### config.mk
export PLATFORM = sky130hd
export DESIGN_NAME = legacy_stream_device_flat
export DESIGN_NICKNAME = d
export VERILOG_FILES = /design/src/inc/legacy_stream_pkg.sv /design/src/inc/legacy_stream_if.sv /design/src/logic/stream_beat_framer.sv /design/src/logic/legacy_stream_device.sv /design/src/flat_wrapper.sv
export SDC_FILE = /design/constraint.sdc
export NUM_CORES = 1
export LEC_CHECK = 0
export ABC_AREA = 1
export BUFFER_PORTS_ARGS = -buffer_cell sky130_fd_sc_hd__buf_2
export CAP_MARGIN = 10
export CORE_AREA = 2 2 157 159
export DETAILED_ROUTE_END_ITERATION = 7
export DIE_AREA = 0 0 159 161
export PLACE_DENSITY = 0.63
export SLEW_MARGIN = 20
export SYNTH_ARGS = -nofsm -noshare
export SYNTH_HDL_FRONTEND = slang
export SYNTH_HIERARCHICAL = 1
export SYNTH_SLANG_ARGS = --single-unit
export TNS_END_PERCENT = 100
### constraint.sdc
create_clock -name core_clk -period 2.1 [get_ports core_clk]
set_clock_uncertainty 0.2 [all_clocks]
set_input_delay 0.525 -clock core_clk [delete_from_list [all_inputs] [get_ports core_clk]]
set_output_delay 0.525 -clock core_clk [all_outputs]
set_load 0.01 [all_outputs]
### src/inc/legacy_stream_pkg.sv
package legacy_stream_pkg;

    localparam int          DATA_W      = 64;
    localparam int          USER_W      = 22;
    localparam int          ERRFWD_BIT  = 1;
    localparam int          START_LSB   = 10;
    localparam int          END_LSB     = 17;
    localparam int          POS_W       = 5;
    localparam int          LEN_W       = 11;
    localparam int          NP_SLOTS    = 4;
    // accept falls once free slots drop to this level
    localparam int          NP_HEADROOM = 2;

    localparam logic [4:0]  START_AT_DW0 = 5'h10;
    localparam logic [7:0]  KEEP64_FULL  = 8'hFF;

    localparam logic [4:0]  TYPE_MEM     = 5'h00;
    localparam logic [4:0]  TYPE_MEM_LK  = 5'h01;
    localparam logic [4:0]  TYPE_IO      = 5'h02;
    localparam logic [4:0]  TYPE_CFG0    = 5'h04;
    localparam logic [4:0]  TYPE_CFG1    = 5'h05;

    typedef enum logic [1:0] {
        RX_IDLE = 2'b00,
        RX_MOVE = 2'b01,
        RX_PAD  = 2'b11
    } rx_state_t;

    // first header dword in stream order: fmt [31:29], type [28:24]
    function automatic logic isNonposted(input logic [31:0] hdr);
        logic [2:0] fmt;
        logic [4:0] kind;
        fmt  = hdr[31:29];
        kind = hdr[28:24];
        return (kind == TYPE_IO) || (kind == TYPE_CFG0) || (kind == TYPE_CFG1)
            || (!fmt[1] && ((kind == TYPE_MEM) || (kind == TYPE_MEM_LK)));
    endfunction

endpackage

### src/inc/legacy_stream_if.sv
interface legacy_stream_if #(
    parameter int W = legacy_stream_pkg::DATA_W
);
    logic                                rxValid;
    logic                                rxReady;
    logic [W-1:0]                        rxData;
    logic [W/8-1:0]                      rxKeep;
    logic                                rxLast;
    logic [legacy_stream_pkg::USER_W-1:0] rxUser;
    logic                                rxNonpostedAccept;
    logic                                linkUp;
    logic                                txValid;
    logic                                txReady;
    logic [W-1:0]                        txData;
    logic [W/8-1:0]                      txKeep;
    logic                                txLast;

    modport device (
        output rxValid, rxData, rxKeep, rxLast, rxUser, linkUp, txReady,
        input  rxReady, rxNonpostedAccept, txValid, txData, txKeep, txLast
    );

    modport user (
        input  rxValid, rxData, rxKeep, rxLast, rxUser, linkUp, txReady,
        output rxReady, rxNonpostedAccept, txValid, txData, txKeep, txLast
    );
endinterface

### src/logic/stream_beat_framer.sv
module stream_beat_framer #(
    parameter int W = legacy_stream_pkg::DATA_W
) (
    input  wire logic [legacy_stream_pkg::LEN_W-1:0] remDw,
    input  wire logic                               first,
    output logic      [W/8-1:0]                     keep,
    output logic                                    last,
    output logic      [legacy_stream_pkg::POS_W-1:0] startPos,
    output logic      [legacy_stream_pkg::POS_W-1:0] endPos
);
    localparam int DW = W / 32;

    logic [2:0] beatDw;

    assign last   = remDw <= legacy_stream_pkg::LEN_W'(DW);
    assign beatDw = last ? remDw[2:0] : 3'(DW);

    genvar i;
    generate
        for (i = 0; i < W / 8; i++) begin : g_keep
            assign keep[i] = 3'(i / 4) < beatDw;
        end
    endgenerate

    // packets always open on dword 0 of a beat
    assign startPos = first ? legacy_stream_pkg::START_AT_DW0 : 5'h00;
    assign endPos   = last ? {1'b1, 2'(beatDw - 3'h1), 2'b11} : 5'h00;
endmodule

### src/logic/legacy_stream_device.sv
module legacy_stream_device #(
    parameter int W = legacy_stream_pkg::DATA_W
) (
    input  wire logic                                        core_clk,
    input  wire logic                                        rst_n,
    input  wire logic                                        ce,
    input  wire logic                                        linkUpIn,
    input  wire logic [1:0]                                  srcValid,
    input  wire logic [1:0][W-1:0]                           srcData,
    input  wire logic [1:0][legacy_stream_pkg::LEN_W-1:0]    srcLenDw,
    output logic      [1:0]                                  srcReady,
    output logic                                             sinkValid,
    output logic      [W-1:0]                                sinkData,
    output logic      [W/8-1:0]                              sinkKeep,
    output logic                                             sinkLast,
    input  wire logic                                        sinkReady,
    legacy_stream_if.device                                  bus
);
    localparam int DW   = W / 32;
    localparam int KW   = W / 8;
    localparam bit WIDE = (W == 128);
    localparam int START_HI = legacy_stream_pkg::START_LSB + legacy_stream_pkg::POS_W - 1;
    localparam int END_HI   = legacy_stream_pkg::END_LSB + legacy_stream_pkg::POS_W - 1;

    typedef struct packed {
        legacy_stream_pkg::rx_state_t          st;
        logic                                  lane;
        logic [legacy_stream_pkg::LEN_W-1:0]   rem;
        logic                                  first;
        logic                                  oValid;
        logic [W-1:0]                          oData;
        logic [KW-1:0]                         oKeep;
        logic                                  oLast;
        logic [legacy_stream_pkg::USER_W-1:0]  oUser;
        logic                                  sValid;
        logic [W-1:0]                          sData;
        logic [KW-1:0]                         sKeep;
        logic                                  sLast;
    } state_t;

    state_t s;
    state_t next_s;

    logic [W-1:0]                          laneSwap;
    logic [KW-1:0]                         fKeep;
    logic                                  fLast;
    logic [legacy_stream_pkg::POS_W-1:0]   fStart;
    logic [legacy_stream_pkg::POS_W-1:0]   fEnd;
    logic                                  advance;
    logic                                  takeTx;

    genvar d;
    generate
        for (d = 0; d < DW; d++) begin : g_swap
            assign laneSwap[32*d +: 32] = srcData[s.lane][32*(DW-1-d) +: 32];
        end
    endgenerate

    stream_beat_framer #(
        .W (W)
    ) u_framer (
        .remDw    (s.rem),
        .first    (s.first),
        .keep     (fKeep),
        .last     (fLast),
        .startPos (fStart),
        .endPos   (fEnd)
    );

    assign advance     = !s.oValid || bus.rxReady;
    assign bus.txReady = ce && (!s.sValid || sinkReady);
    assign takeTx      = bus.txValid && bus.txReady;

    always_comb begin
        next_s   = s;
        srcReady = 2'b00;
        if (advance) begin
            next_s.oValid = 1'b0;
        end
        case (s.st)
            legacy_stream_pkg::RX_IDLE: begin
                next_s.first = 1'b1;
                if (advance && linkUpIn) begin
                    if (srcValid[0]) begin
                        next_s.lane = 1'b0;
                        next_s.rem  = srcLenDw[0];
                        next_s.st   = legacy_stream_pkg::RX_MOVE;
                    end else if (srcValid[1] && bus.rxNonpostedAccept) begin
                        next_s.lane = 1'b1;
                        next_s.rem  = srcLenDw[1];
                        next_s.st   = legacy_stream_pkg::RX_MOVE;
                    end
                end
            end
            legacy_stream_pkg::RX_MOVE,
            legacy_stream_pkg::RX_PAD: begin
                if (advance && (!linkUpIn || s.st == legacy_stream_pkg::RX_PAD
                                || srcValid[s.lane])) begin
                    // link loss latches padding until the length runs out
                    if (!linkUpIn || s.st == legacy_stream_pkg::RX_PAD) begin
                        next_s.st    = legacy_stream_pkg::RX_PAD;
                        next_s.oData = '0;
                    end else begin
                        next_s.oData = laneSwap;
                    end
                    srcReady[s.lane] = ce && srcValid[s.lane];
                    next_s.oValid    = 1'b1;
                    next_s.oUser     = '0;
                    if (WIDE) begin
                        next_s.oKeep = '0;
                        next_s.oLast = 1'b0;
                        next_s.oUser[START_HI:legacy_stream_pkg::START_LSB] = fStart;
                        next_s.oUser[END_HI:legacy_stream_pkg::END_LSB]     = fEnd;
                    end else begin
                        next_s.oKeep = fKeep;
                        next_s.oLast = fLast;
                    end
                    next_s.first = 1'b0;
                    if (fLast) begin
                        next_s.st = legacy_stream_pkg::RX_IDLE;
                    end else begin
                        next_s.rem = s.rem - legacy_stream_pkg::LEN_W'(DW);
                    end
                end
            end
            default: begin
                next_s.st = legacy_stream_pkg::RX_IDLE;
            end
        endcase
        if (sinkReady) begin
            next_s.sValid = 1'b0;
        end
        if (takeTx) begin
            next_s.sValid = 1'b1;
            next_s.sData  = bus.txData;
            next_s.sKeep  = bus.txKeep;
            next_s.sLast  = bus.txLast;
        end
    end

    always_ff @(posedge core_clk or negedge rst_n) begin
        if (!rst_n) begin
            s    <= '0;
            s.st <= legacy_stream_pkg::RX_IDLE;
        end else if (ce) begin
            s <= next_s;
        end
    end

    assign bus.rxValid = s.oValid;
    assign bus.rxData  = s.oData;
    assign bus.rxKeep  = s.oKeep;
    assign bus.rxLast  = s.oLast;
    assign bus.rxUser  = s.oUser;
    assign bus.linkUp  = linkUpIn;
    assign sinkValid   = s.sValid;
    assign sinkData    = s.sData;
    assign sinkKeep    = s.sKeep;
    assign sinkLast    = s.sLast;
endmodule

### src/flat_wrapper.sv
// flat-port wrapper written by rule: the top's interface ports become plain ports
module legacy_stream_device_flat 
#(
    parameter int W = legacy_stream_pkg::DATA_W
)
  (core_clk, rst_n, ce, linkUpIn, srcValid, srcData, srcLenDw, srcReady, sinkValid, sinkData, sinkKeep, sinkLast, sinkReady, bus_rxValid, bus_rxData, bus_rxKeep, bus_rxLast, bus_rxUser, bus_linkUp, bus_txReady, bus_rxReady, bus_rxNonpostedAccept, bus_txValid, bus_txData, bus_txKeep, bus_txLast);
  legacy_stream_if #(.W(W)) bus_i ();
  input  wire logic core_clk;
  input  wire logic rst_n;
  input  wire logic ce;
  input  wire logic linkUpIn;
  input  wire logic [1:0] srcValid;
  input  wire logic [1:0][W-1:0] srcData;
  input  wire logic [1:0][legacy_stream_pkg::LEN_W-1:0] srcLenDw;
  output logic      [1:0] srcReady;
  output logic sinkValid;
  output logic      [W-1:0] sinkData;
  output logic      [W/8-1:0] sinkKeep;
  output logic sinkLast;
  input  wire logic sinkReady;
  output wire logic [$bits(bus_i.rxValid)-1:0] bus_rxValid;
  output wire logic [$bits(bus_i.rxData)-1:0] bus_rxData;
  output wire logic [$bits(bus_i.rxKeep)-1:0] bus_rxKeep;
  output wire logic [$bits(bus_i.rxLast)-1:0] bus_rxLast;
  output wire logic [$bits(bus_i.rxUser)-1:0] bus_rxUser;
  output wire logic [$bits(bus_i.linkUp)-1:0] bus_linkUp;
  output wire logic [$bits(bus_i.txReady)-1:0] bus_txReady;
  input wire logic [$bits(bus_i.rxReady)-1:0] bus_rxReady;
  input wire logic [$bits(bus_i.rxNonpostedAccept)-1:0] bus_rxNonpostedAccept;
  input wire logic [$bits(bus_i.txValid)-1:0] bus_txValid;
  input wire logic [$bits(bus_i.txData)-1:0] bus_txData;
  input wire logic [$bits(bus_i.txKeep)-1:0] bus_txKeep;
  input wire logic [$bits(bus_i.txLast)-1:0] bus_txLast;
  assign bus_rxValid = bus_i.rxValid;
  assign bus_rxData = bus_i.rxData;
  assign bus_rxKeep = bus_i.rxKeep;
  assign bus_rxLast = bus_i.rxLast;
  assign bus_rxUser = bus_i.rxUser;
  assign bus_linkUp = bus_i.linkUp;
  assign bus_txReady = bus_i.txReady;
  assign bus_i.rxReady = bus_rxReady;
  assign bus_i.rxNonpostedAccept = bus_rxNonpostedAccept;
  assign bus_i.txValid = bus_txValid;
  assign bus_i.txData = bus_txData;
  assign bus_i.txKeep = bus_txKeep;
  assign bus_i.txLast = bus_txLast;
  legacy_stream_device #(.W(W)) u_core (.core_clk(core_clk), .rst_n(rst_n), .ce(ce), .linkUpIn(linkUpIn), .srcValid(srcValid), .srcData(srcData), .srcLenDw(srcLenDw), .srcReady(srcReady), .sinkValid(sinkValid), .sinkData(sinkData), .sinkKeep(sinkKeep), .sinkLast(sinkLast), .sinkReady(sinkReady), .bus(bus_i));
endmodule
== After elaboration in Yosys (flattened, before gate mapping) ==
Index checks and enable logic that the tools add are counted.

* Add/subtract/negate cells: 1
* $lt $le $gt $ge: 5
* Equal/unequal tests: 7
* Mux-type cells: 24
* Bitwise gates (word level): 1
* Reductions and logical operators: 25

{| class="wikitable"
|+ Operator list
! operator !! number
|-
| two-way mux 64 bit || 3
|-
| two-way mux 108 bit || 1
|-
| two-way mux 96 bit || 1
|-
| two-way mux 74 bit || 1
|-
| two-way mux 14 bit || 3
|-
| one-hot mux 12 bit (2 select lines) || 1
|-
| <= comparator 11 x 2 -> 1 bit, second input constant || 1
|-
| two-way mux 11 bit || 1
|-
| subtractor 11 x 2 -> 11 bit, second input constant || 1
|-
| two-way mux 2 bit || 5
|-
| logical AND 1 bit || 7
|-
| < comparator 1 x 3 -> 1 bit, first input constant || 2
|-
| inequality test 3 x 2 -> 1 bit, second input constant || 2
|-
| AND reduction 6 bit || 1
|-
| nonzero test 2 bit || 3
|-
| two-way mux 1 bit || 5
|-
| AND reduction 5 bit || 1
|-
| logical OR 1 bit || 4
|-
| inequality test 2 x 1 -> 1 bit, second input constant || 2
|-
| one-hot mux 2 bit (2 select lines) || 1
|-
| AND reduction 2 bit || 2
|-
| AND reduction 4 bit || 1
|-
| zero test 1 bit || 3
|-
| two-way mux 3 bit || 1
|-
| other kinds (10) || 10
|}

* Register bits after elaboration: 159
* Input bits: 233
* Output and inout port bits: 174

== Logic depth before layout (Yosys ltp) ==
Gate-level depths: netlist (run 1).

* Depth after elaboration: 7
* Mapped depth: 10

== By module ==
The synthesis (run 1) kept the hierarchy.

{| class="wikitable"
|+ Modules (own cells, without submodules)
! module !! instances !! cells each !! area an instance (um^2) !! seq. area each (um^2)
|-
| legacy_stream_device || 1 || 922 || 8,753.4 || 4,078.9
|-
| stream_beat_framer || 1 || 41 || 217.7 || 0.0
|}

== Worst setup path after synthesis (run 1) ==
Ideal clock, no wire load.

* Path type: input-to-output
* From: in bus_rxReady
* To: out srcReady[0]
* Data arrival time: 1.458 ns
* Required time: 1.375 ns
* Slack: -0.083 ns
* Cell stages on the path: 8
* Path through: inv_1 nand2_1 nand2_1 nor2_4 nand2_2 buf_4 buf_2 nor2_1

* Cells in the longest elaborated chain, start to end: 4

{| class="wikitable"
|+ Ends and longest elaborated chain
! what !! RTL line !! text
|-
| from (decl) || flat_wrapper.sv:28 || <nowiki>input wire logic [$bits(bus_i.rxReady)-1:0] bus_rxReady;</nowiki>
|-
| logical OR 1 bit || legacy_stream_device.sv:70 || <nowiki>assign advance = !s.oValid || bus.rxReady;</nowiki>
|-
| logical AND 1 bit || legacy_stream_device.sv:97 || <nowiki>if (advance && (!linkUpIn || s.st == legacy_stream_pkg::RX_PAD</nowiki>
|-
| two-way mux 2 bit || legacy_stream_device.sv:97 ||
|-
| two-way mux 2 bit || legacy_stream_device.sv:80 || <nowiki>case (s.st)</nowiki>
|-
| to (decl) || flat_wrapper.sv:15 || <nowiki>output logic [1:0] srcReady;</nowiki>
|}

Every way passes these cells.

== Worst setup path in the final report (run 1) ==
* From: reg u_core/s[183] (netlist bit)
* To: out srcReady[0]

* Cells in the longest elaborated chain, start to end: 6
* Elaborated cells between the ends (all ways): 8
* Classes of those cells: eq/ne (2); mux (2); reduce/logical (4)

{| class="wikitable"
|+ Ends and longest elaborated chain
! what !! RTL line !! text
|-
| from (decl) || legacy_stream_device.sv:41 || <nowiki>state_t s;</nowiki>
|-
| from (signal assigned) || legacy_stream_device.sv:146 || <nowiki>s <= next_s;</nowiki>
|-
| equality test 2 bit || legacy_stream_device.sv:80, legacy_stream_device.sv:97 ||
|-
| logical OR 1 bit || legacy_stream_device.sv:97 ||
|-
| logical OR 1 bit || legacy_stream_device.sv:98 || <nowiki>|| srcValid[s.lane])) begin</nowiki>
|-
| logical AND 1 bit || legacy_stream_device.sv:97 ||
|-
| two-way mux 2 bit || legacy_stream_device.sv:97 ||
|-
| two-way mux 2 bit (*) || legacy_stream_device.sv:80 ||
|}

Mark *: on every way between the ends. The rest lies on a longest branch, timed or not.

==> impl_metrics.py, run 1 <==
metrics = {
    "placement": {
        "total_half_perimeter_wirelength_after_legalization_and_detailed_placement_um": 18020,
        "port_buffers": 384,
        "placement.setup.worst_slack_ns": 0.02735,
        "postPlaceCellArea_mm2": 0.01016,
        "gp_congestion": 0.8150,
    },
    "logic_synthesis": {
        "synthesis.area_mm2": 0.008862,
        "syn_area_per_cell_um2": 9.339,
        "yosys_warnings": 6,
        "synthesis.instances": 949,
    },
    "clocking": {
        "clkLatencyLatePin_ns": 0.42,
        "htree_num_levels": 4,
        "clock_tree.root_cell": "sky130_fd_sc_hd__clkbuf_16",
        "cts.reportedPaths.clkPinSlew_ns": 0.07,
        "cts_buffer_depth": 2,
        "cts_tree": "done",
        "cts_buffer_count": 17,
        "numClockSinks": 162,
    },
    "finish": {
        "layout.nets": 1436,
        "drive_above_1_share": 0.4634,
        "most_common_cell_after_layout_fill_and_taps_aside": "sky130_fd_sc_hd__buf_2",
        "multiInputGateArea_mm2": 0.003281,
        "register_area_mm2": 0.004055,
        "mostFrequentLayoutCells": "sky130_fd_sc_hd__buf_2 (381), sky130_fd_sc_hd__nand2_1 (198), sky130_fd_sc_hd__dfrtp_1 (161)",
        "syn2layout_area_growth_pct": 22.33,
        "fillers": 2355,
        "final_area_mm2": 0.01084,
    },
    "setup_path": {
        "setup.worst_path.start_class": "flip-flop",
        "critPathTopFamily": "simple AND/OR/NAND/NOR gates",
        "cp_data_arrival_time_ns": 1.49,
        "timing.critical_path.cells": "nand2_1 -> nand2_1 -> nor2_2 -> nor2_4 -> nand2_4 -> nor2_4 -> buf_6",
        "reg2regPathDepth": 11,
        "endpoint_kind": "primary output",
        "startpoint": "u_core/s[183]",
        "reg2reg_to": "u_core/bus.rxKeep[5]",
        "crit_end": "srcReady[0]",
        "worst-path-buf-inv": 1,
        "path_class": "reg2out",
        "timing.critical_path.slowest_cell_delay_ns": 0.42,
        "worst-endpoint-required_ns": 1.37,
        "r2r_start": "u_core/s[183]",
        "crit_path_max_fanout": 3,
        "critical_path.slowest_cell": "sky130_fd_sc_hd__dfrtp_1",
        "critical_path_depth": 7,
        "timing.reg2reg.setup_slack_ns": 0.12,
    },
    "drt": {
        "detailedRoute.firstIterationViolations": 343,
        "number_of_routed_nets_with_antenna_violations": 0,
        "drt-total-wl_um": 23170,
        "routed-via-count": 6871,
        "drt-vias-per-instance": 4.459,
        "drc": 0,
        "first_pass_iters": 5,
        "detail_route.wl_per_cell_um": 15.04,
    },
    "floorplan": {
        "die_width_um": 159,
        "ios": 407,
        "fp-row-count": 57,
        "floorplan.initialDensity": 0.3698,
        "die_area_mm2": 0.02560,
        "die_height_um": 161,
        "core_area_mm2": 0.02396,
    },
    "pwr": {
        "design_power_total_uw": 13690,
        "power_density_mw_per_mm2": 1263,
        "leakage_uw": 0.005576,
        "vdd_drop_max_mv": 0.9936,
    },
    "global_route": {
        "track_usage": 0.1784,
        "globalRoute.totalOverflow": 0,
        "maximum_number_of_pins_on_one_net_before_global_route_repair": 66,
        "grt_pass1_vias": 6645,
        "antenna_violations_before_repair": 3,
        "first_pass_grt_wire_length_um": 35870,
    },
    "timing": {
        "hold_violations": 0,
        "timing.final.ws_setup_ns": -0.1179,
        "headroom_to_the_max_slew_limit": 0.5334,
        "final_max_slew_viol_count": 0,
        "post-route-min-period_ns": 2.218,
        "period_share": 1.056,
        "setup_viol": 2,
        "timing.setup.tns_ns": -0.2333,
        "worst_slew_pin_slew_ns": 0.6999,
        "max_freq_ghz": 0.4509,
        "holdWs_ns": 0.1150,
        "rsz_0062_raised_after_global_routing": "yes",
    },
    "flow_run": {
        "max_cap_viol_count": 0,
    },
    "outcome": {
        "run_status": "complete, but fails checks",
        "violations": "negative setup slack",
    },
    "min_path": {
        "worstHoldPathType": "in2reg",
    },
}
==> worst min path at each step <==
stage	start	end	slack [ns]	cells after the start
after floorplan	rst_n	u_core/bus.rxData[0]	0.03	0
final	bus_txData[47]	u_core/sinkData[47]	0.12	2
after detailed placement	u_core/bus.rxKeep[3]	u_core/bus.rxKeep[3]	0.26	2
after global placement	u_core/bus.rxData[21]	u_core/bus.rxData[21]	0.26	2
after CTS	bus_txData[43]	u_core/sinkData[43]	0.09	2
after global routing	bus_txData[37]	u_core/sinkData[37]	0.09	2
==> per-stage QoR <==
stage / util / cells
3_3_place_gp: 0.4242 / 1500
5_1_grt: 0.4524 / 1541
6_report: 0.4524 / 1541
2_1_floorplan: - / 970
4_1_cts: 0.4513 / 1537
3_5_place_dp: 0.4242 / 1500
==> metal layers <==
metal / global-route usage / share of wire / routed length [um] / vias up
li1: - / - / - / 3418
met1: 0.2228 / 0.42 / 9722 / 3136
met2: 0.3004 / 0.49 / 11290 / 288
met3: 0.04854 / 0.074 / 1703 / 27
met4: 0.05992 / 0.019 / 435 / 2
met5: 0 / 0.00056 / 13 / -
==> layout make-up <==
| type | instances | share of cell area |
|---|---|---|
| antenna | 2 | 0.0004616 |
| inverter | 26 | 0.009002 |
| sequential | 162 | 0.3740 |
| clock buffer | 19 | 0.04178 |
| timing repair buffer | 433 | 0.2219 |
| multi-input combinational | 562 | 0.3026 |
| tap | 324 | 0.03739 |
| clock inverter | 13 | 0.01281 |
==> worst register-to-register path, cell delays in order, from the launching register on <==
cell	delay [ns]
sky130_fd_sc_hd__dfrtp_1	0.42
sky130_fd_sc_hd__nand2_1	0.11
sky130_fd_sc_hd__nand2_1	0.08
sky130_fd_sc_hd__nor2_2	0.17
sky130_fd_sc_hd__nor2_4	0.06
sky130_fd_sc_hd__nand2_4	0.10
sky130_fd_sc_hd__buf_4	0.12
sky130_fd_sc_hd__buf_4	0.12
sky130_fd_sc_hd__buf_4	0.13
sky130_fd_sc_hd__clkinv_1	0.21
sky130_fd_sc_hd__nand2_1	0.13
sky130_fd_sc_hd__nand2_1	0.06
==> registers in the layout, indices dropped and copies added (netlist names) <==
| name | count |
|---|---|
| u_core/s | 14 |
| u_core/bus.rxKeep | 8 |
| u_core/bus.rxValid | 1 |
| u_core/bus.rxData | 64 |
| u_core/sinkKeep | 8 |
| u_core/bus.rxLast | 1 |
| u_core/sinkValid | 1 |
| u_core/sinkData | 64 |
| u_core/sinkLast | 1 |
==> repair_timing <==
item / 4_1_cts / 5_1_grt
gates resized for setup: 4 / 1
pin swaps: 3 / 0
hold buffers: 1 / 0
buffers inserted: 4 / 2
endpoints found under the hold margin: 38 / 0
setup endpoints to repair: 2 / 2
==> power breakdown <==
part	switching (uW)	internal (uW)	leakage [uW]
combinational	3320	2430	0.00328
sequential	646	4220	0.00201
clock	1430	1650	0.000293
total	5390	8300	0.00558
(Power assumes the default switching activity.)
==> run 2, diff against run 1 <==
--- a/config.mk
+++ b/config.mk
@@ -11,7 +11,7 @@
 export CORE_AREA = 2 2 157 159
 export DETAILED_ROUTE_END_ITERATION = 7
 export DIE_AREA = 0 0 159 161
-export PLACE_DENSITY = 0.63
+export PLACE_DENSITY = 0.66
 export SLEW_MARGIN = 20
 export SYNTH_ARGS = -nofsm -noshare
 export SYNTH_HDL_FRONTEND = slang
==> impl_metrics.py, run 2 (synthesis results as in run 1) <==
metrics = {
    "timing": {
        "rsz_0062_raised_after_global_routing": "yes",
        "max_freq_ghz": 0.4485,
        "post-route-min-period_ns": 2.230,
        "final_max_slew_viol_count": 0,
        "period_share": 1.062,
        "timing.setup.tns_ns": -0.2494,
        "timing.final.ws_setup_ns": -0.1297,
        "setup_viol": 2,
        "worst_slew_pin_slew_ns": 0.6690,
        "headroom_to_the_max_slew_limit": 0.5540,
        "hold_violations": 0,
    },
    "pwr": {
        "combPwrFrac": 0.417,
        "leakage_uw": 0.005537,
        "power.internal_uw": 8309,
        "p_switching_uw": 5296,
        "pwr-share-seq": 0.358,
        "vdd_drop_max_mv": 1.082,
        "clock_power_share": 0.225,
        "power_density_mw_per_mm2": 1262,
        "switching_share": 0.3892,
    },
    "global_route": {
        "first_pass_grt_wire_length_um": 35960,
        "grt_util_met1": 0.2286,
        "track_usage": 0.1788,
        "grt_pass1_vias": 6651,
        "globalRoute.totalOverflow": 0,
        "grt_util_met2": 0.2915,
        "busiest_layer": "met2",
        "grtUsageMet3": 0.04571,
        "maximum_number_of_pins_on_one_net_before_global_route_repair": 66,
        "antenna_violations_before_repair": 1,
    },
    "floorplan": {
        "die_area_mm2": 0.02560,
        "ios": 407,
        "core_area_mm2": 0.02396,
        "floorplan.initialDensity": 0.3698,
        "fp-row-count": 57,
        "die_height_um": 161,
        "die_width_um": 159,
    },
    "clocking": {
        "clock_tree.root_cell": "sky130_fd_sc_hd__clkbuf_16",
        "cts_tree": "done",
        "clkLatencyLatePin_ns": 0.41,
        "htree_num_levels": 4,
        "cts.reportedPaths.clkPinSlew_ns": 0.07,
        "cts_buffer_count": 17,
        "numClockSinks": 162,
        "cts_buffer_depth": 2,
    },
    "drt": {
        "routed-via-count": 6907,
        "drt-total-wl_um": 22940,
        "detailedRoute.firstIterationViolations": 490,
        "detail_route.wl_per_cell_um": 14.95,
        "drc": 0,
        "drt-vias-per-instance": 4.503,
        "first_pass_iters": 6,
        "number_of_routed_nets_with_antenna_violations": 0,
    },
    "min_path": {
        "min_from": "bus_txData[46]",
        "worstHoldPathType": "in2reg",
        "worst_min_delay_path_endpoint": "u_core/sinkData[46]",
        "number_of_instances_on_the_worst_hold_path": 2,
    },
    "finish": {
        "mostFrequentLayoutCells": "sky130_fd_sc_hd__buf_2 (381), sky130_fd_sc_hd__nand2_1 (199), sky130_fd_sc_hd__dfrtp_1 (161)",
        "most_common_cell_after_layout_fill_and_taps_aside": "sky130_fd_sc_hd__buf_2",
        "drive_above_1_share": 0.4603,
        "layout.nets": 1432,
        "final_area_mm2": 0.01078,
        "syn2layout_area_growth_pct": 21.60,
        "antenna-diode-count": 0,
    },
    "setup_path": {
        "r2r_start": "u_core/s[182]",
        "path_class": "reg2out",
        "timing.reg2reg.setup_slack_ns": 0.13,
        "crit_path_max_fanout": 3,
        "reg2regPathDepth": 12,
        "cp_data_arrival_time_ns": 1.50,
        "endpoint_kind": "primary output",
        "worst-endpoint-required_ns": 1.37,
        "reg2reg_to": "u_core/bus.rxData[18]",
        "setup.worst_path.start_class": "flip-flop",
    },
    "placement": {
        "placement.setup.worst_slack_ns": 0.07704,
        "total_half_perimeter_wirelength_after_legalization_and_detailed_placement_um": 18150,
        "port_buffers": 384,
        "gp_congestion": 0.8273,
        "postPlaceCellArea_mm2": 0.01012,
    },
    "outcome": {
        "run_status": "complete, but fails checks",
        "violations": "negative setup slack",
    },
    "flow_run": {
        "max_cap_viol_count": 0,
    },
}
run 2: stage by stage:
stage / utilization / hold WS (ns) / instances / total power (uW)
after floorplan: - / 0.02941 / 970 / 9546
after global placement: 0.4221 / 0.2610 / 1497 / 10490
after detailed placement: 0.4221 / 0.2640 / 1497 / 10600
after CTS: 0.4490 / 0.09327 / 1532 / 13770
after global routing: 0.4497 / 0.08943 / 1534 / 14650
final: 0.4497 / 0.1154 / 1534 / 13600
run 2: metal layers:
metal	up-vias	wire [um]
met5	-	13
met4	2	706
met3	34	1452
met2	284	10840
met1	3173	9929
li1	3414	-
run 2: repair_timing:
item                                    CTS  global route
gates resized for setup                   5             1
hold endpoints to repair                 32             0
endpoints found under the setup margin    2             2
pin swaps                                 3             0
setup buffers                             3             2
hold buffers                              1             0
run 2: cell type report:
cell class | count | area, um2
clock buffer | 18 | 439.2
timing repair buffer | 429 | 2344
multi-input combinational | 562 | 3288
inverter | 26 | 97.59
fill | 2353 | 13190
sequential | 162 | 4055
tap | 324 | 405.4
clock inverter | 13 | 147.6
run 2: worst max path at each step:
stage,cells after the start,start,endpoint,slack [ns]
2_1_floorplan,8,srcValid[1],srcReady[0],0.002
3_3_place_gp,8,srcValid[0],srcReady[0],0.08
3_5_place_dp,8,srcValid[0],srcReady[0],0.08
4_1_cts,8,u_core/s[182],srcReady[0],-0.14
5_1_grt,8,u_core/s[182],srcReady[0],-0.20
6_report,8,u_core/s[182],srcReady[0],-0.13
run 2: power groups by stage:
| stage | Combinational (uW) | Sequential, uW | Clock (uW) |
|---|---|---|---|
| 2_1_floorplan | 4780 | 4770 | 0 |
| 3_3_place_gp | 5580 | 4910 | 0 |
| 3_5_place_dp | 5680 | 4920 | 0 |
| 4_1_cts | 5740 | 4880 | 3150 |
| 5_1_grt | 6310 | 5030 | 3310 |
| 6_report | 5670 | 4880 | 3060 |
run 2: critical path: stages (launching register included):
cell	delay [ns]
sky130_fd_sc_hd__dfrtp_2	0.43
sky130_fd_sc_hd__inv_2	0.08
sky130_fd_sc_hd__nand2_4	0.06
sky130_fd_sc_hd__nand2_4	0.07
sky130_fd_sc_hd__nor2_2	0.05
sky130_fd_sc_hd__nor2_4	0.11
sky130_fd_sc_hd__nand2_4	0.09
sky130_fd_sc_hd__nor2_4	0.09
sky130_fd_sc_hd__buf_6	0.10
==> run 3, diff against run 2 <==
--- a/config.mk
+++ b/config.mk
@@ -5,16 +5,14 @@
 export SDC_FILE = /design/constraint.sdc
 export NUM_CORES = 1
 export LEC_CHECK = 0
-export ABC_AREA = 1
 export BUFFER_PORTS_ARGS = -buffer_cell sky130_fd_sc_hd__buf_2
 export CAP_MARGIN = 10
-export CORE_AREA = 2 2 157 159
+export CORE_AREA = 2 2 158 160
 export DETAILED_ROUTE_END_ITERATION = 7
-export DIE_AREA = 0 0 159 161
-export PLACE_DENSITY = 0.66
+export DIE_AREA = 0 0 160 162
+export SETUP_SLACK_MARGIN = 0.05
 export SLEW_MARGIN = 20
 export SYNTH_ARGS = -nofsm -noshare
 export SYNTH_HDL_FRONTEND = slang
-export SYNTH_HIERARCHICAL = 1
 export SYNTH_SLANG_ARGS = --single-unit
 export TNS_END_PERCENT = 100
==> impl_metrics.py, run 3 <==
metrics = {
    "setup_path": {
        "r2r_start": "u_core.s[182]",
        "timing.critical_path.slowest_cell_delay_ns": 0.49,
        "path_class": "reg2out",
        "cp_data_arrival_time_ns": 1.70,
        "timing.reg2reg.setup_slack_ns": -0.19,
        "reg2reg_to": "u_core.bus.rxData[33]",
        "critPathTopFamily": "flip-flops",
        "setup.worst_path.start_class": "flip-flop",
        "worst-path-buf-inv": 1,
        "crit_path_max_fanout": 3,
        "critical_path.slowest_cell": "sky130_fd_sc_hd__dfrtp_4",
        "reg2regPathDepth": 8,
        "timing.critical_path.cells": "nand2b_4 -> a311oi_4 -> nand2_4 -> nor2_4 -> buf_6",
        "worst-endpoint-required_ns": 1.37,
        "endpoint_kind": "primary output",
    },
    "logic_synthesis": {
        "synth_flop_cell": "sky130_fd_sc_hd__dfrtp_1",
        "synthesis.area_mm2": 0.008339,
        "ys_types": 45,
        "number_of_synthesized_flops_with_an_enable_pin": 0,
        "synth-async-reset-ratio": 1.000,
        "main_area_contributors_after_synthesis": "sky130_fd_sc_hd__dfrtp_1 (47%), sky130_fd_sc_hd__buf_4 (15%), sky130_fd_sc_hd__mux2_2 (10%), sky130_fd_sc_hd__mux2i_1 (8.9%), sky130_fd_sc_hd__o31ai_1 (6.4%)",
        "simple_gate_share_of_the_synthesized_area": 0.06017,
        "yosys-top-cells-count": "sky130_fd_sc_hd__buf_4 (167), sky130_fd_sc_hd__dfrtp_1 (156), sky130_fd_sc_hd__nand2_1 (81), sky130_fd_sc_hd__mux2_2 (75), sky130_fd_sc_hd__mux2i_1 (74)",
        "yosys.area.top_type_share": 0.4681,
        "syn_area_per_cell_um2": 11.06,
        "sequential_element_share_of_the_synthesized_area": 0.4681,
        "synth_top_family_by_area": "multiplexers",
        "synth_compound_area_frac": 0.09992,
        "synth_most_common_cell": "sky130_fd_sc_hd__buf_4",
        "muxShareOfSynthArea": 0.1919,
        "synth-adder-area-share": 0.001500,
        "netlist.top_cell.by_area": "sky130_fd_sc_hd__dfrtp_1",
        "yosys_warnings": 0,
        "synthesis.instances": 754,
        "synthXorXnorAreaFrac": 0.001050,
        "flop_and_latch_count_out_of_synthesis": 156,
    },
    "floorplan": {
        "fp-row-count": 57,
        "floorplan.initialDensity": 0.3459,
        "die_area_mm2": 0.02592,
        "core_area_mm2": 0.02411,
        "ios": 407,
        "die_height_um": 162,
        "die_width_um": 160,
    },
    "pwr": {
        "power_density_mw_per_mm2": 1282,
        "vdd_drop_max_mv": 0.5966,
        "leakage_uw": 0.005838,
    },
    "finish": {
        "drive_above_1_share": 0.6664,
        "fillers": 2197,
        "most_common_cell_after_layout_fill_and_taps_aside": "sky130_fd_sc_hd__buf_2",
        "post-route-util": 0.4997,
        "syn2layout_area_growth_pct": 44.46,
        "instances_no_fill": 1388,
        "mostFrequentLayoutCells": "sky130_fd_sc_hd__buf_2 (381), sky130_fd_sc_hd__dfrtp_1 (154), sky130_fd_sc_hd__mux2_2 (75)",
        "antenna-diode-count": 0,
        "layout.nets": 1286,
    },
    "timing": {
        "period_share": 1.153,
        "timing.final.ws_setup_ns": -0.3215,
        "post-route-min-period_ns": 2.422,
        "final_max_slew_viol_count": 0,
        "max_freq_ghz": 0.4130,
        "hold_violations": 0,
        "setup_viol": 69,
        "timing.setup.tns_ns": -6.340,
        "rsz_0062_raised_after_global_routing": "yes",
    },
    "min_path": {
        "min_from": "bus_txData[49]",
        "number_of_instances_on_the_worst_hold_path": 2,
        "worstHoldPathType": "in2reg",
        "worst_min_delay_path_endpoint": "u_core.sinkData[49]",
    },
    "global_route": {
        "first_pass_grt_wire_length_um": 33440,
        "antenna_violations_before_repair": 0,
        "maximum_number_of_pins_on_one_net_before_global_route_repair": 62,
        "track_usage": 0.1642,
        "grt_pass1_vias": 6254,
        "globalRoute.totalOverflow": 0,
    },
    "clocking": {
        "cts_tree": "done",
        "cts.reportedPaths.clkPinSlew_ns": 0.07,
        "clkLatencyLatePin_ns": 0.42,
        "cts_buffer_depth": 2,
        "htree_num_levels": 4,
        "cts_buffer_count": 17,
        "clock_tree.root_cell": "sky130_fd_sc_hd__clkbuf_16",
        "numClockSinks": 156,
    },
    "outcome": {
        "run_status": "complete, but fails checks",
        "violations": "negative setup slack",
    },
    "drt": {
        "drt-total-wl_um": 23740,
        "detailedRoute.firstIterationViolations": 202,
        "first_pass_iters": 5,
        "routed-via-count": 6443,
        "drc": 0,
        "detail_route.wl_per_cell_um": 17.10,
        "drt-vias-per-instance": 4.642,
        "number_of_routed_nets_with_antenna_violations": 0,
    },
    "placement": {
        "placement.setup.worst_slack_ns": -0.1958,
        "dp_cells": 1332,
        "total_half_perimeter_wirelength_after_legalization_and_detailed_placement_um": 16460,
        "gp_congestion": 0.7885,
        "port_buffers": 384,
    },
    "flow_run": {
        "max_cap_viol_count": 0,
    },
}
==> run 3: power breakdown <==
group / switching (uW) / internal, uW
Combinational: 4040 / 3550
Sequential: 666 / 3970
Clock: 1320 / 1890
==> run 3: what timing repair did <==
action | in CTS | in global routing
hold endpoints to repair | 34 | 0
setup buffers | 1 | 6
pin swaps | 24 | 15
cloned | 3 | 14
endpoints found under the setup margin | 18 | 78
hold buffers | 1 | 0
resized for setup | 55 | 167
==> run 3: final cells by class <==
type	count	area, um2	share of cell area
multi-input combinational	404	4059	0.3369
clock inverter	14	180.2	0.01496
clock buffer	17	425.4	0.03531
timing repair buffer	467	3045	0.2528
sequential	156	3909	0.3245
tap	324	405.4	0.03365
inverter	6	22.52	0.001870
==> run 3: metrics by stage <==
step | total power, uW | hold WS (ns) | cell area (um2)
3_5_place_dp | 9971 | 0.2601 | 9907
3_3_place_gp | 9878 | 0.2546 | 9907
4_1_cts | 13780 | 0.1059 | 10870
5_1_grt | 16290 | 0.1039 | 12050
2_1_floorplan | 8856 | 0.02941 | 8507
6_report | 15440 | 0.1319 | 12050
==> run 3: cells by family after synthesis <==
group	Yosys count
XOR/XNOR	1
AND/OR/NAND/NOR	117
AO/OA/AOI/OAI	113
flip-flops	156
other	1
adder cells (fa/ha/maj)	1
multiplexers	150
buffers and inverters	215
==> run 3: layer usage <==
layer | vias up | global-route usage | share of wire
met5 | - | 0 | 0
met4 | 0 | 0.04709 | 0.015
met3 | 22 | 0.04060 | 0.063
met2 | 283 | 0.2816 | 0.51
met1 | 3092 | 0.2065 | 0.41
li1 | 3046 | - | -
==> run 3: worst max-delay path by stage <==
stage          slack, ns            end  cells past startpoint     startpoint
2_1_floorplan      -0.16    srcReady[0]                      7    srcValid[0]
3_3_place_gp       -0.16  u_core.s[178]                      7       linkUpIn
3_5_place_dp       -0.20  u_core.s[174]                      8       linkUpIn
4_1_cts            -0.39    srcReady[0]                      5  u_core.s[182]
5_1_grt            -0.40    srcReady[1]                      5  u_core.s[182]
6_report           -0.32    srcReady[0]                      5  u_core.s[182]
